### src/design/rtc_consts.vh
`ifndef RTC_CONSTS_VH
`define RTC_CONSTS_VH

// ---------------------------------------------------------------
// Internal register addresses
// ---------------------------------------------------------------
`define RTC_ADDR_DAY        4'h4
`define RTC_ADDR_MONTH      4'h5
`define RTC_ADDR_YEAR       4'h6
`define RTC_ADDR_TRIM       4'h7
`define RTC_ADDR_A_MIN      4'h8
`define RTC_ADDR_A_HOUR     4'h9
`define RTC_ADDR_B_MIN      4'hb
`define RTC_ADDR_B_HOUR     4'hc

// ---------------------------------------------------------------
// Field positions of the trimming register
// ---------------------------------------------------------------
`define RTC_TRIM_XSEL_BIT   7
`define RTC_TRIM_DIR_BIT    6
`define RTC_TRIM_MAG_HI     5
`define RTC_TRIM_MAG_LO     0

// ---------------------------------------------------------------
// Reset values
// ---------------------------------------------------------------
`define RTC_TRIM_RESET      8'h00
`define RTC_DAY_RESET       6'h01
`define RTC_MONTH_RESET     5'h01
`define RTC_YEAR_RESET      8'h00
`define RTC_MIN_RESET       7'h00
`define RTC_HOUR_RESET      6'h00

// ---------------------------------------------------------------
// Oscillator pulses per nominal second, and corrected seconds
// ---------------------------------------------------------------
`define RTC_NOM_32768       16'h8000
`define RTC_NOM_32000       16'h7d00
`define RTC_SEC_00          7'h00
`define RTC_SEC_20          7'h20
`define RTC_SEC_40          7'h40

`endif

### src/design/rtc_trim_divider.v
`timescale 1ns/100ps
`include "rtc_consts.vh"

// Counts oscillator pulses into one-second ticks with trimming
module rtc_trim_divider (
  // Clock and reset
  input  wire       sys_clk,
  input  wire       rst,
  // Oscillator pulse, one cycle per crystal period
  input  wire       osc_tick,
  // Trimming control
  input  wire [7:0] trim_value,
  input  wire [6:0] cur_sec,
  // One-second tick to the seconds counter
  output reg        second_tick
);

  // ---------------------------------------------------------------
  // Period of the second being counted
  // ---------------------------------------------------------------
  wire        crystal_select = trim_value[`RTC_TRIM_XSEL_BIT];
  wire        trim_direction = trim_value[`RTC_TRIM_DIR_BIT];
  wire [5:0]  trim_magnitude = trim_value[`RTC_TRIM_MAG_HI:`RTC_TRIM_MAG_LO];
  wire [15:0] nominal;        // Pulses per untrimmed second
  wire        trim_enable;    // Nonzero correction written
  wire        corrected_sec;  // This second is a corrected one
  wire [6:0]  up_count;       // (mag - 1) * 2
  wire [6:0]  down_count;     // (~mag + 1) * 2, held in 7 bits
  reg  [15:0] period;         // Pulses in the current second
  reg  [15:0] count;          // Pulses counted so far

  assign nominal = crystal_select ? `RTC_NOM_32000 : `RTC_NOM_32768;
  assign trim_enable = |trim_magnitude[5:1];
  assign corrected_sec = (cur_sec == `RTC_SEC_00) || (cur_sec == `RTC_SEC_20) ||
                         (cur_sec == `RTC_SEC_40);
  assign up_count = {trim_magnitude - 6'h01, 1'b0};
  assign down_count = {(~trim_magnitude) + 6'h01, 1'b0};

  // A magnitude of zero cannot occur here: bits 5..1 would be all zero,
  // so a down step of 128 pulses never wraps the 7-bit field
  always @* begin
    if (trim_enable && corrected_sec && !trim_direction) begin
      period = nominal + {9'h000, up_count};
    end else if (trim_enable && corrected_sec) begin
      period = nominal - {9'h000, down_count};
    end else begin
      period = nominal;
    end
  end

  // ---------------------------------------------------------------
  // Pulse counter; >= guards against a period shrinking mid-second
  // ---------------------------------------------------------------
  always @(posedge sys_clk or posedge rst) begin
    if (rst) begin
      count       <= 16'h0000;
      second_tick <= 1'b0;
    end else begin
      second_tick <= 1'b0;
      if (osc_tick) begin
        if (count >= period - 16'h0001) begin
          count       <= 16'h0000;
          second_tick <= 1'b1;
        end else begin
          count <= count + 16'h0001;
        end
      end
    end
  end

endmodule // rtc_trim_divider

### src/design/rtc_alarm_match.v
`timescale 1ns/100ps

// One alarm: minute and hour compare with weekday mask
module rtc_alarm_match (
  // Clock and reset
  input  wire       sys_clk,
  input  wire       rst,
  // Alarm set-up
  input  wire       alarm_enable,
  input  wire [6:0] alarm_weekday_mask,
  input  wire [6:0] cmp_minute,
  input  wire [5:0] cmp_hour,
  // Running time
  input  wire [6:0] cur_min,
  input  wire [5:0] cur_hour,
  input  wire [2:0] cur_weekday,
  input  wire       minute_rollover,
  // Flag clear from the control side, one-cycle pulse
  input  wire       flag_clear,
  // Sticky match flag
  output reg        match_flag
);

  // ---------------------------------------------------------------
  // Match detection, sampled only at minute rollover
  // ---------------------------------------------------------------
  wire day_ok;  // Weekday selected by the mask
  wire hit;     // Full match this minute

  // Weekday value 7 is illegal and selects nothing
  assign day_ok = (cur_weekday != 3'h7) && alarm_weekday_mask[cur_weekday];
  // Raw compare serves both 12- and 24-hour codings
  assign hit = minute_rollover && alarm_enable && day_ok &&
               (cur_min == cmp_minute) && (cur_hour == cmp_hour);

  // Set wins over a clear in the same cycle; disabled alarm reads zero
  always @(posedge sys_clk or posedge rst) begin
    if (rst) begin
      match_flag <= 1'b0;
    end else if (!alarm_enable) begin
      match_flag <= 1'b0;
    end else if (hit) begin
      match_flag <= 1'b1;
    end else if (flag_clear) begin
      match_flag <= 1'b0;
    end
  end

endmodule // rtc_alarm_match

### src/design/rtc_calendar_trim_alarm.v
`timescale 1ns/100ps
`include "rtc_consts.vh"

module rtc_calendar_trim_alarm (
  // Clock and reset
  input  wire       sys_clk,
  input  wire       rst,

  // Internal register port
  input  wire [3:0] reg_addr,
  input  wire [7:0] reg_wdata,
  input  wire       reg_wr_en,
  output reg  [7:0] reg_rdata,

  // Oscillator and halt sensing, asynchronous
  input  wire       osc_in,
  input  wire       oscillator_halt_flag,

  // Running time from the seconds to hours counters
  input  wire [6:0] cur_sec,
  input  wire [6:0] cur_min,
  input  wire [5:0] cur_hour,
  input  wire [2:0] cur_weekday,
  input  wire       minute_rollover,
  input  wire       day_carry,

  // Alarm control
  input  wire       first_alarm_enable,
  input  wire       second_alarm_enable,
  input  wire [6:0] first_alarm_weekday_mask,
  input  wire [6:0] second_alarm_weekday_mask,
  input  wire       first_alarm_flag_clear,
  input  wire       second_alarm_flag_clear,

  // Outputs
  output wire       second_tick,
  output wire       osc_clk_out,
  output wire       first_alarm_match_flag,
  output wire       second_alarm_match_flag
);

  // ---------------------------------------------------------------
  // Storage
  // ---------------------------------------------------------------
  reg  [5:0] calendar_day;         // BCD day, 01..31
  reg  [4:0] calendar_month;       // BCD month, 01..12
  reg  [7:0] calendar_year;        // BCD year, 00..99
  reg  [7:0] crystal_trim_control; // Crystal select, direction, magnitude
  reg  [6:0] first_alarm_minute;   // BCD minute compare
  reg  [5:0] first_alarm_hour;     // BCD hour compare, bit 5 twenties/PM
  reg  [6:0] second_alarm_minute;  // BCD minute compare
  reg  [5:0] second_alarm_hour;    // BCD hour compare, bit 5 twenties/PM

  // Synchronisers and edge detect
  reg        osc_meta;             // First stage, read only by osc_sync
  reg        osc_sync;             // Second stage
  reg        osc_prev;             // Delayed copy for edge detection
  reg        halt_meta;            // First stage, read only by halt_sync
  reg        halt_sync;            // Halt flag in the clock domain
  wire       osc_tick;             // One cycle per oscillator period

  // Calendar next values
  reg  [5:0] next_day;
  reg  [4:0] next_month;
  reg  [7:0] next_year;
  reg  [7:0] next_rdata;
  wire       leap_year;            // Current year has Feb 29
  wire [5:0] last_day;             // Last BCD day of current month
  wire [7:0] day_inc;              // Day plus one, wide BCD result
  wire [7:0] month_inc;            // Month plus one, wide BCD result

  // ---------------------------------------------------------------
  // Helpers
  // ---------------------------------------------------------------
  // Increment a two-digit BCD value, 99 wrapping to 00
  function [7:0] bcd_inc;
    input [7:0] v;
    begin
      if (v[3:0] != 4'h9) begin
        bcd_inc = {v[7:4], v[3:0] + 4'h1};
      end else if (v[7:4] != 4'h9) begin
        bcd_inc = {v[7:4] + 4'h1, 4'h0};
      end else begin
        bcd_inc = 8'h00;
      end
    end
  endfunction

  // ---------------------------------------------------------------
  // Input synchronisers
  // ---------------------------------------------------------------
  // Both inputs come from outside the clock domain
  always @(posedge sys_clk or posedge rst) begin
    if (rst) begin
      osc_meta  <= 1'b0;
      osc_sync  <= 1'b0;
      osc_prev  <= 1'b0;
      halt_meta <= 1'b0;
      halt_sync <= 1'b0;
    end else begin
      osc_meta  <= osc_in;
      osc_sync  <= osc_meta;
      osc_prev  <= osc_sync;
      halt_meta <= oscillator_halt_flag;
      halt_sync <= halt_meta;
    end
  end

  // Rising edge of the crystal, seen two cycles late
  assign osc_tick = osc_sync & ~osc_prev;

  // Free-running crystal clock; the trim logic never touches it
  assign osc_clk_out = osc_sync;

  // ---------------------------------------------------------------
  // Leap year and month length
  // ---------------------------------------------------------------
  // Divisible by four: even tens with units 0/4/8, odd tens with 2/6
  assign leap_year = calendar_year[4] ?
                     (calendar_year[3:0] == 4'h2 || calendar_year[3:0] == 4'h6) :
                     (calendar_year[3:0] == 4'h0 || calendar_year[3:0] == 4'h4 ||
                      calendar_year[3:0] == 4'h8);

  // Month length; out-of-range months fall to 31 days
  assign last_day = (calendar_month == 5'h02) ? (leap_year ? 6'h29 : 6'h28) :
                    (calendar_month == 5'h04 || calendar_month == 5'h06 ||
                     calendar_month == 5'h09 || calendar_month == 5'h11) ?
                    6'h30 : 6'h31;

  // Incremented digits; upper bits stay zero for legal contents
  assign day_inc   = bcd_inc({2'h0, calendar_day});
  assign month_inc = bcd_inc({3'h0, calendar_month});

  // ---------------------------------------------------------------
  // Calendar advance on the day carry
  // ---------------------------------------------------------------
  // Illegal BCD contents give garbage carries; keeping them legal
  // is left to the host, which saves range checks here
  always @* begin
    next_day   = calendar_day;
    next_month = calendar_month;
    next_year  = calendar_year;
    if (day_carry) begin
      if (calendar_day >= last_day) begin
        next_day = 6'h01;
        if (calendar_month >= 5'h12) begin
          next_month = 5'h01;
          next_year  = bcd_inc(calendar_year);
        end else begin
          next_month = month_inc[4:0];
        end
      end else begin
        next_day = day_inc[5:0];
      end
    end
  end

  // ---------------------------------------------------------------
  // Register writes
  // ---------------------------------------------------------------
  // A host write beats the carry into the same register
  always @(posedge sys_clk or posedge rst) begin
    if (rst) begin
      calendar_day         <= `RTC_DAY_RESET;
      calendar_month       <= `RTC_MONTH_RESET;
      calendar_year        <= `RTC_YEAR_RESET;
      crystal_trim_control <= `RTC_TRIM_RESET;
      first_alarm_minute   <= `RTC_MIN_RESET;
      first_alarm_hour     <= `RTC_HOUR_RESET;
      second_alarm_minute  <= `RTC_MIN_RESET;
      second_alarm_hour    <= `RTC_HOUR_RESET;
    end else begin
      // Calendar counts, overridden below by a write
      calendar_day   <= next_day;
      calendar_month <= next_month;
      calendar_year  <= next_year;
      if (reg_wr_en) begin
        case (reg_addr)
          `RTC_ADDR_DAY: begin
            calendar_day <= reg_wdata[5:0];
          end
          `RTC_ADDR_MONTH: begin
            calendar_month <= reg_wdata[4:0];
          end
          `RTC_ADDR_YEAR: begin
            calendar_year <= reg_wdata;
          end
          `RTC_ADDR_TRIM: begin
            crystal_trim_control <= reg_wdata;
          end
          `RTC_ADDR_A_MIN: begin
            first_alarm_minute <= reg_wdata[6:0];
          end
          `RTC_ADDR_A_HOUR: begin
            first_alarm_hour <= reg_wdata[5:0];
          end
          `RTC_ADDR_B_MIN: begin
            second_alarm_minute <= reg_wdata[6:0];
          end
          `RTC_ADDR_B_HOUR: begin
            second_alarm_hour <= reg_wdata[5:0];
          end
          default: begin
            // Other addresses belong to blocks outside this one
          end
        endcase
      end
      // Halt holds the trim register at its default, over any write
      if (halt_sync) begin
        crystal_trim_control <= `RTC_TRIM_RESET;
      end
    end
  end

  // ---------------------------------------------------------------
  // Read path
  // ---------------------------------------------------------------
  // Digit bits are not cleared on halt: their stale contents are
  // what "undefined" means here, while unused bits stay zero
  always @* begin
    case (reg_addr)
      `RTC_ADDR_DAY: begin
        next_rdata = {2'h0, calendar_day};
      end
      `RTC_ADDR_MONTH: begin
        next_rdata = {3'h0, calendar_month};
      end
      `RTC_ADDR_YEAR: begin
        next_rdata = calendar_year;
      end
      `RTC_ADDR_TRIM: begin
        next_rdata = crystal_trim_control;
      end
      `RTC_ADDR_A_MIN: begin
        next_rdata = {1'b0, first_alarm_minute};
      end
      `RTC_ADDR_A_HOUR: begin
        next_rdata = {2'h0, first_alarm_hour};
      end
      `RTC_ADDR_B_MIN: begin
        next_rdata = {1'b0, second_alarm_minute};
      end
      `RTC_ADDR_B_HOUR: begin
        next_rdata = {2'h0, second_alarm_hour};
      end
      default: begin
        next_rdata = 8'h00;
      end
    endcase
  end

  // Read data is registered: one cycle after the address
  always @(posedge sys_clk or posedge rst) begin
    if (rst) begin
      reg_rdata <= 8'h00;
    end else begin
      reg_rdata <= next_rdata;
    end
  end

  // ---------------------------------------------------------------
  // Second divider with trimming
  // ---------------------------------------------------------------
  rtc_trim_divider u_divider (
    .sys_clk     (sys_clk),
    .rst         (rst),
    .osc_tick    (osc_tick),
    .trim_value  (crystal_trim_control),
    .cur_sec     (cur_sec),
    .second_tick (second_tick)
  );

  // ---------------------------------------------------------------
  // Two alarms, identical apart from their registers
  // ---------------------------------------------------------------
  rtc_alarm_match u_first_alarm (
    .sys_clk            (sys_clk),
    .rst                (rst),
    .alarm_enable       (first_alarm_enable),
    .alarm_weekday_mask (first_alarm_weekday_mask),
    .cmp_minute         (first_alarm_minute),
    .cmp_hour           (first_alarm_hour),
    .cur_min            (cur_min),
    .cur_hour           (cur_hour),
    .cur_weekday        (cur_weekday),
    .minute_rollover    (minute_rollover),
    .flag_clear         (first_alarm_flag_clear),
    .match_flag         (first_alarm_match_flag)
  );

  rtc_alarm_match u_second_alarm (
    .sys_clk            (sys_clk),
    .rst                (rst),
    .alarm_enable       (second_alarm_enable),
    .alarm_weekday_mask (second_alarm_weekday_mask),
    .cmp_minute         (second_alarm_minute),
    .cmp_hour           (second_alarm_hour),
    .cur_min            (cur_min),
    .cur_hour           (cur_hour),
    .cur_weekday        (cur_weekday),
    .minute_rollover    (minute_rollover),
    .flag_clear         (second_alarm_flag_clear),
    .match_flag         (second_alarm_match_flag)
  );

endmodule // rtc_calendar_trim_alarm

### config.mk
export PLATFORM = sky130hd
export DESIGN_NAME = rtc_calendar_trim_alarm
export DESIGN_NICKNAME = d
export VERILOG_FILES = /design/src/design/rtc_trim_divider.v /design/src/design/rtc_alarm_match.v /design/src/design/rtc_calendar_trim_alarm.v
export VERILOG_INCLUDE_DIRS = /design/src /design/src/design
export SDC_FILE = /design/constraint.sdc
export NUM_CORES = 1
export LEC_CHECK = 0
export BUFFER_PORTS_ARGS = -buffer_cell sky130_fd_sc_hd__buf_4
export CELL_PAD_IN_SITES_DETAIL_PLACEMENT = 1
export CELL_PAD_IN_SITES_GLOBAL_PLACEMENT = 1
export CORE_MARGIN = 3
export CORE_UTILIZATION = 45
export DETAILED_ROUTE_END_ITERATION = 8
export PLACE_DENSITY = 0.9
export SKIP_CTS_REPAIR_TIMING = 1
export SYNTH_ARGS = -nofsm -noshare
export SYNTH_HDL_FRONTEND = slang
export SYNTH_SLANG_ARGS = --single-unit
### constraint.sdc
create_clock -name sys_clk -period 5.34 [get_ports sys_clk]
set_clock_uncertainty 0.05 [all_clocks]
set_input_delay 0.534 -clock sys_clk [delete_from_list [all_inputs] [get_ports sys_clk]]
set_output_delay 0.534 -clock sys_clk [all_outputs]
set_load 0.005 [all_outputs]
==> impl_metrics.py <==
metrics = {
    "synth": {
        "synthMuxAreaShare_pct": 10.3,
        "netlist_top_cells_area": "dfrtp_1 35%, mux2_2 6.2%, ha_1 5.1%",
        "synthXorXnorAreaFrac_pct": 7.93,
        "synth_compound_area_share_pct": 14.9,
        "syn-num-nets": 713,
        "synth_edf_count": 0,
        "ys.flop_type": "dfrtp_1",
        "yosys.area_share.adder_pct": 5.13,
        "synth_top_family_by_area": "simple AND/OR/NAND/NOR gates",
        "syn_inst": 629,
        "yosysWarnings": 0,
        "ys_seq_area_share_pct": 36.4,
        "ys_ff_latch": 85,
        "netlist.area_leader.share_pct": 35.5,
        "netlist-cell-type-count": 76,
        "async_flop_share_pct": 100,
        "avgSynthCellArea_sq_um": 9.30,
        "synthSimpleGateAreaFrac_pct": 21.6,
        "syn_area_sq_um": 5850,
        "synth_top_area_cell": "dfrtp_1",
    },
    "routing": {
        "wl_per_cell_um": 21.7,
        "routed_wl_um": 18700,
        "vias": 5256,
        "dr.first_iter.drc_count": 390,
        "drc": 0,
        "drt-vias-per-instance": 6.10,
        "first_pass_iters": 5,
        "drtAntennaViolNets": 0,
    },
    "final_layout": {
        "nets": 768,
        "final_util_pct": 53.9,
        "diodes": 0,
        "layout-drive-gt1-share_pct": 20.2,
        "final_area_sq_um": 6830,
        "area_growth_pct": 16.7,
        "final_cell_mix": "83 x dfrtp_1, 73 x buf_4, 64 x nor2_1",
        "final_common_cell": "dfrtp_1",
    },
    "global_routing": {
        "grt_pass1_wl_um": 30000,
        "track_usage_pct": 26.5,
        "grt_use_met3_pct": 6.13,
        "grt.busiest_layer": "met2",
        "gr-total-overflow": 0,
        "grt_pass1_vias": 5560,
        "antenna_found_initial": 0,
        "grt_max_degree": 65,
        "gr-usage-met1_pct": 34.0,
        "gr-usage-met2_pct": 44.5,
    },
    "place": {
        "io_buffers": 71,
        "gp_congestion": 0.884,
        "dpl_cell_area_sq_um": 6490,
        "dpl.hpwl_um": 13500,
    },
    "power_and_ir_drop": {
        "clkPwrFrac_pct": 30.7,
        "combinationalPowerShare_pct": 26.3,
        "powerDensity_nw_per_um2": 352,
        "ir_drop_uv": 347,
        "cellLeakagePower_nw": 3.07,
        "seq_power_share_pct": 43.0,
        "p_int_mw": 1.56,
        "p_switching_mw": 0.847,
        "swShare_pct": 35.2,
    },
    "die": {
        "fp.dieW_um": 120,
        "dieArea_sq_um": 14400,
        "initial_core_util_pct": 46.2,
        "core-area_sq_um": 12700,
        "die_h_um": 120,
        "rows": 41,
        "pin_count": 72,
    },
    "sta": {
        "finalHoldViolations": 0,
        "report.final.slew_viol_count": 0,
        "fin_setup_tns_ns": 0,
        "setup_viol": 0,
        "post-route-period-util_pct": 91.4,
        "layout_min_cycle_time_ns": 4.88,
        "holdWs_ns": 0.108,
        "worst_slew_pin_slew_ns": 0.846,
        "rsz0062_at_grt": "no",
        "max_freq_mhz": 205,
        "relSlewSlack_pct": 43.6,
    },
    "clock_network": {
        "ctsHtreeMaxLevel": 3,
        "clkSinkCount": 85,
        "cts.reportedPaths.clkPinSlew_ns": 0.07,
        "cts_tree": "done",
        "root_buffer": "clkbuf_16",
        "numCtsBuffers": 9,
        "clockBufferDepth": 2,
        "insertion_delay_ns": 0.36,
    },
    "setup_path": {
        "endpoint_kind": "flip-flop",
        "cp.arrival_ns": 5.06,
        "start_kind": "flip-flop",
        "critPathKind": "reg -> reg",
        "critPathRequiredTime_ns": 5.52,
        "crit_fanout": 13,
    },
    "run": {
        "drv_cap": 0,
    },
    "hold_path": {
        "hold_path_class": "in -> async",
    },
    "status": {
        "status": "complete, no violations",
    },
}
==> power by group through the flow <==
stage / clock [mW] / sequential, mW / combinational [mW]
3_5_place_dp: 0 / 1.04 / 0.616
5_1_grt: 0.775 / 1.06 / 0.698
4_1_cts: 0.744 / 1.03 / 0.630
3_3_place_gp: 0 / 1.02 / 0.566
2_1_floorplan: 0 / 0.908 / 0.490
6_report: 0.738 / 1.03 / 0.631
==> worst max-delay path, stage by stage, from the launching register on <==
cell      delay (ns)
dfrtp_1         0.58
inv_1           0.11
ha_1            0.42
nor2b_1         0.23
mux2_2          0.37
o32ai_2         0.20
mux2i_1         0.57
nand4_2         0.20
a31o_1          0.25
ha_1            0.29
a21o_1          0.17
a21o_1          0.18
a21o_1          0.20
o21ai_0         0.28
o21ai_0         0.23
o311ai_0        0.41
==> worst paths after layout <==
check / start / end / slack, ns / depth (start not counted)
max: crystal_trim_control[0] / u_divider.count[2] / 0.46 / 15
min: rst / osc_clk_out / 0.11 / 2
max reg2reg: crystal_trim_control[0] / u_divider.count[2] / 0.46 / 15
min reg2reg: halt_meta / halt_sync / 0.30 / 0
max in group asynchronous: rst / first_alarm_minute[5] / 3.95 / 3
min in group sys_clk: osc_in / osc_meta / 0.23 / 1
==> layer usage <==
metal | share of wire (%) | up-vias
met5 | 0 | -
met4 | 2.0 | 0
met3 | 6.6 | 42
met2 | 49 | 187
met1 | 42 | 2642
li1 | - | 2385
==> cells by family (layout without fill, tap and decap cells) <==
logic type      count (synthesis)  in the layout
compound gates                122            122
flops                          85             85
buf+inv                        53            113
fa+ha+maj                      24             24
mux                            54             54
xor+xnor                       53             53
simple gates                  238            238
==> cell type report <==
class	count	area, sq um
clock buffers	11	233
clock inverters	5	108
inverters	24	91.3
multi-input cells	491	3500
fillers	1503	5840
well taps	172	215
flip-flops and latches	85	2130
repair buffers	73	548
==> synthesized netlist by cell type, types with 5 or more instances <==
master,number
nor3_1,8
nor2b_1,14
a22oi_1,5
a21o_1,12
inv_1,24
dfrtp_1,83
a21oi_1,24
and3_1,10
nand4_1,13
buf_2,5
mux2_2,32
nand2_1,44
nor3b_1,9
ha_1,24
nor2_1,64
o21ai_0,25
and4_1,6
nand3_1,22
xor2_1,32
mux2i_1,20
clkbuf_1,20
nand2b_1,8
xnor2_1,21
nor4_1,8
a31oi_1,7
==> sequential cells by signal (all words and copies together) (netlist names) <==
register / cells
u_divider.count: 16
calendar_year: 8
crystal_trim_control: 8
reg_rdata: 8
first_alarm_minute: 7
second_alarm_minute: 7
calendar_day: 6
first_alarm_hour: 6
second_alarm_hour: 6
calendar_month: 5
halt_meta: 1
halt_sync: 1
osc_clk_out: 1
osc_meta: 1
osc_prev: 1
u_divider.second_tick: 1
u_first_alarm.match_flag: 1
u_second_alarm.match_flag: 1
==> per-stage QoR <==
step                power [mW]  setup slack, ns  std cells
finish                    2.40            0.462        861
global route              2.53            0.125        861
CTS                       2.40            0.492        861
detailed placement        1.65            0.659        845
global placement          1.58             1.06        845
floorplan                 1.40             1.19        629
(Power assumes the default switching activity.)
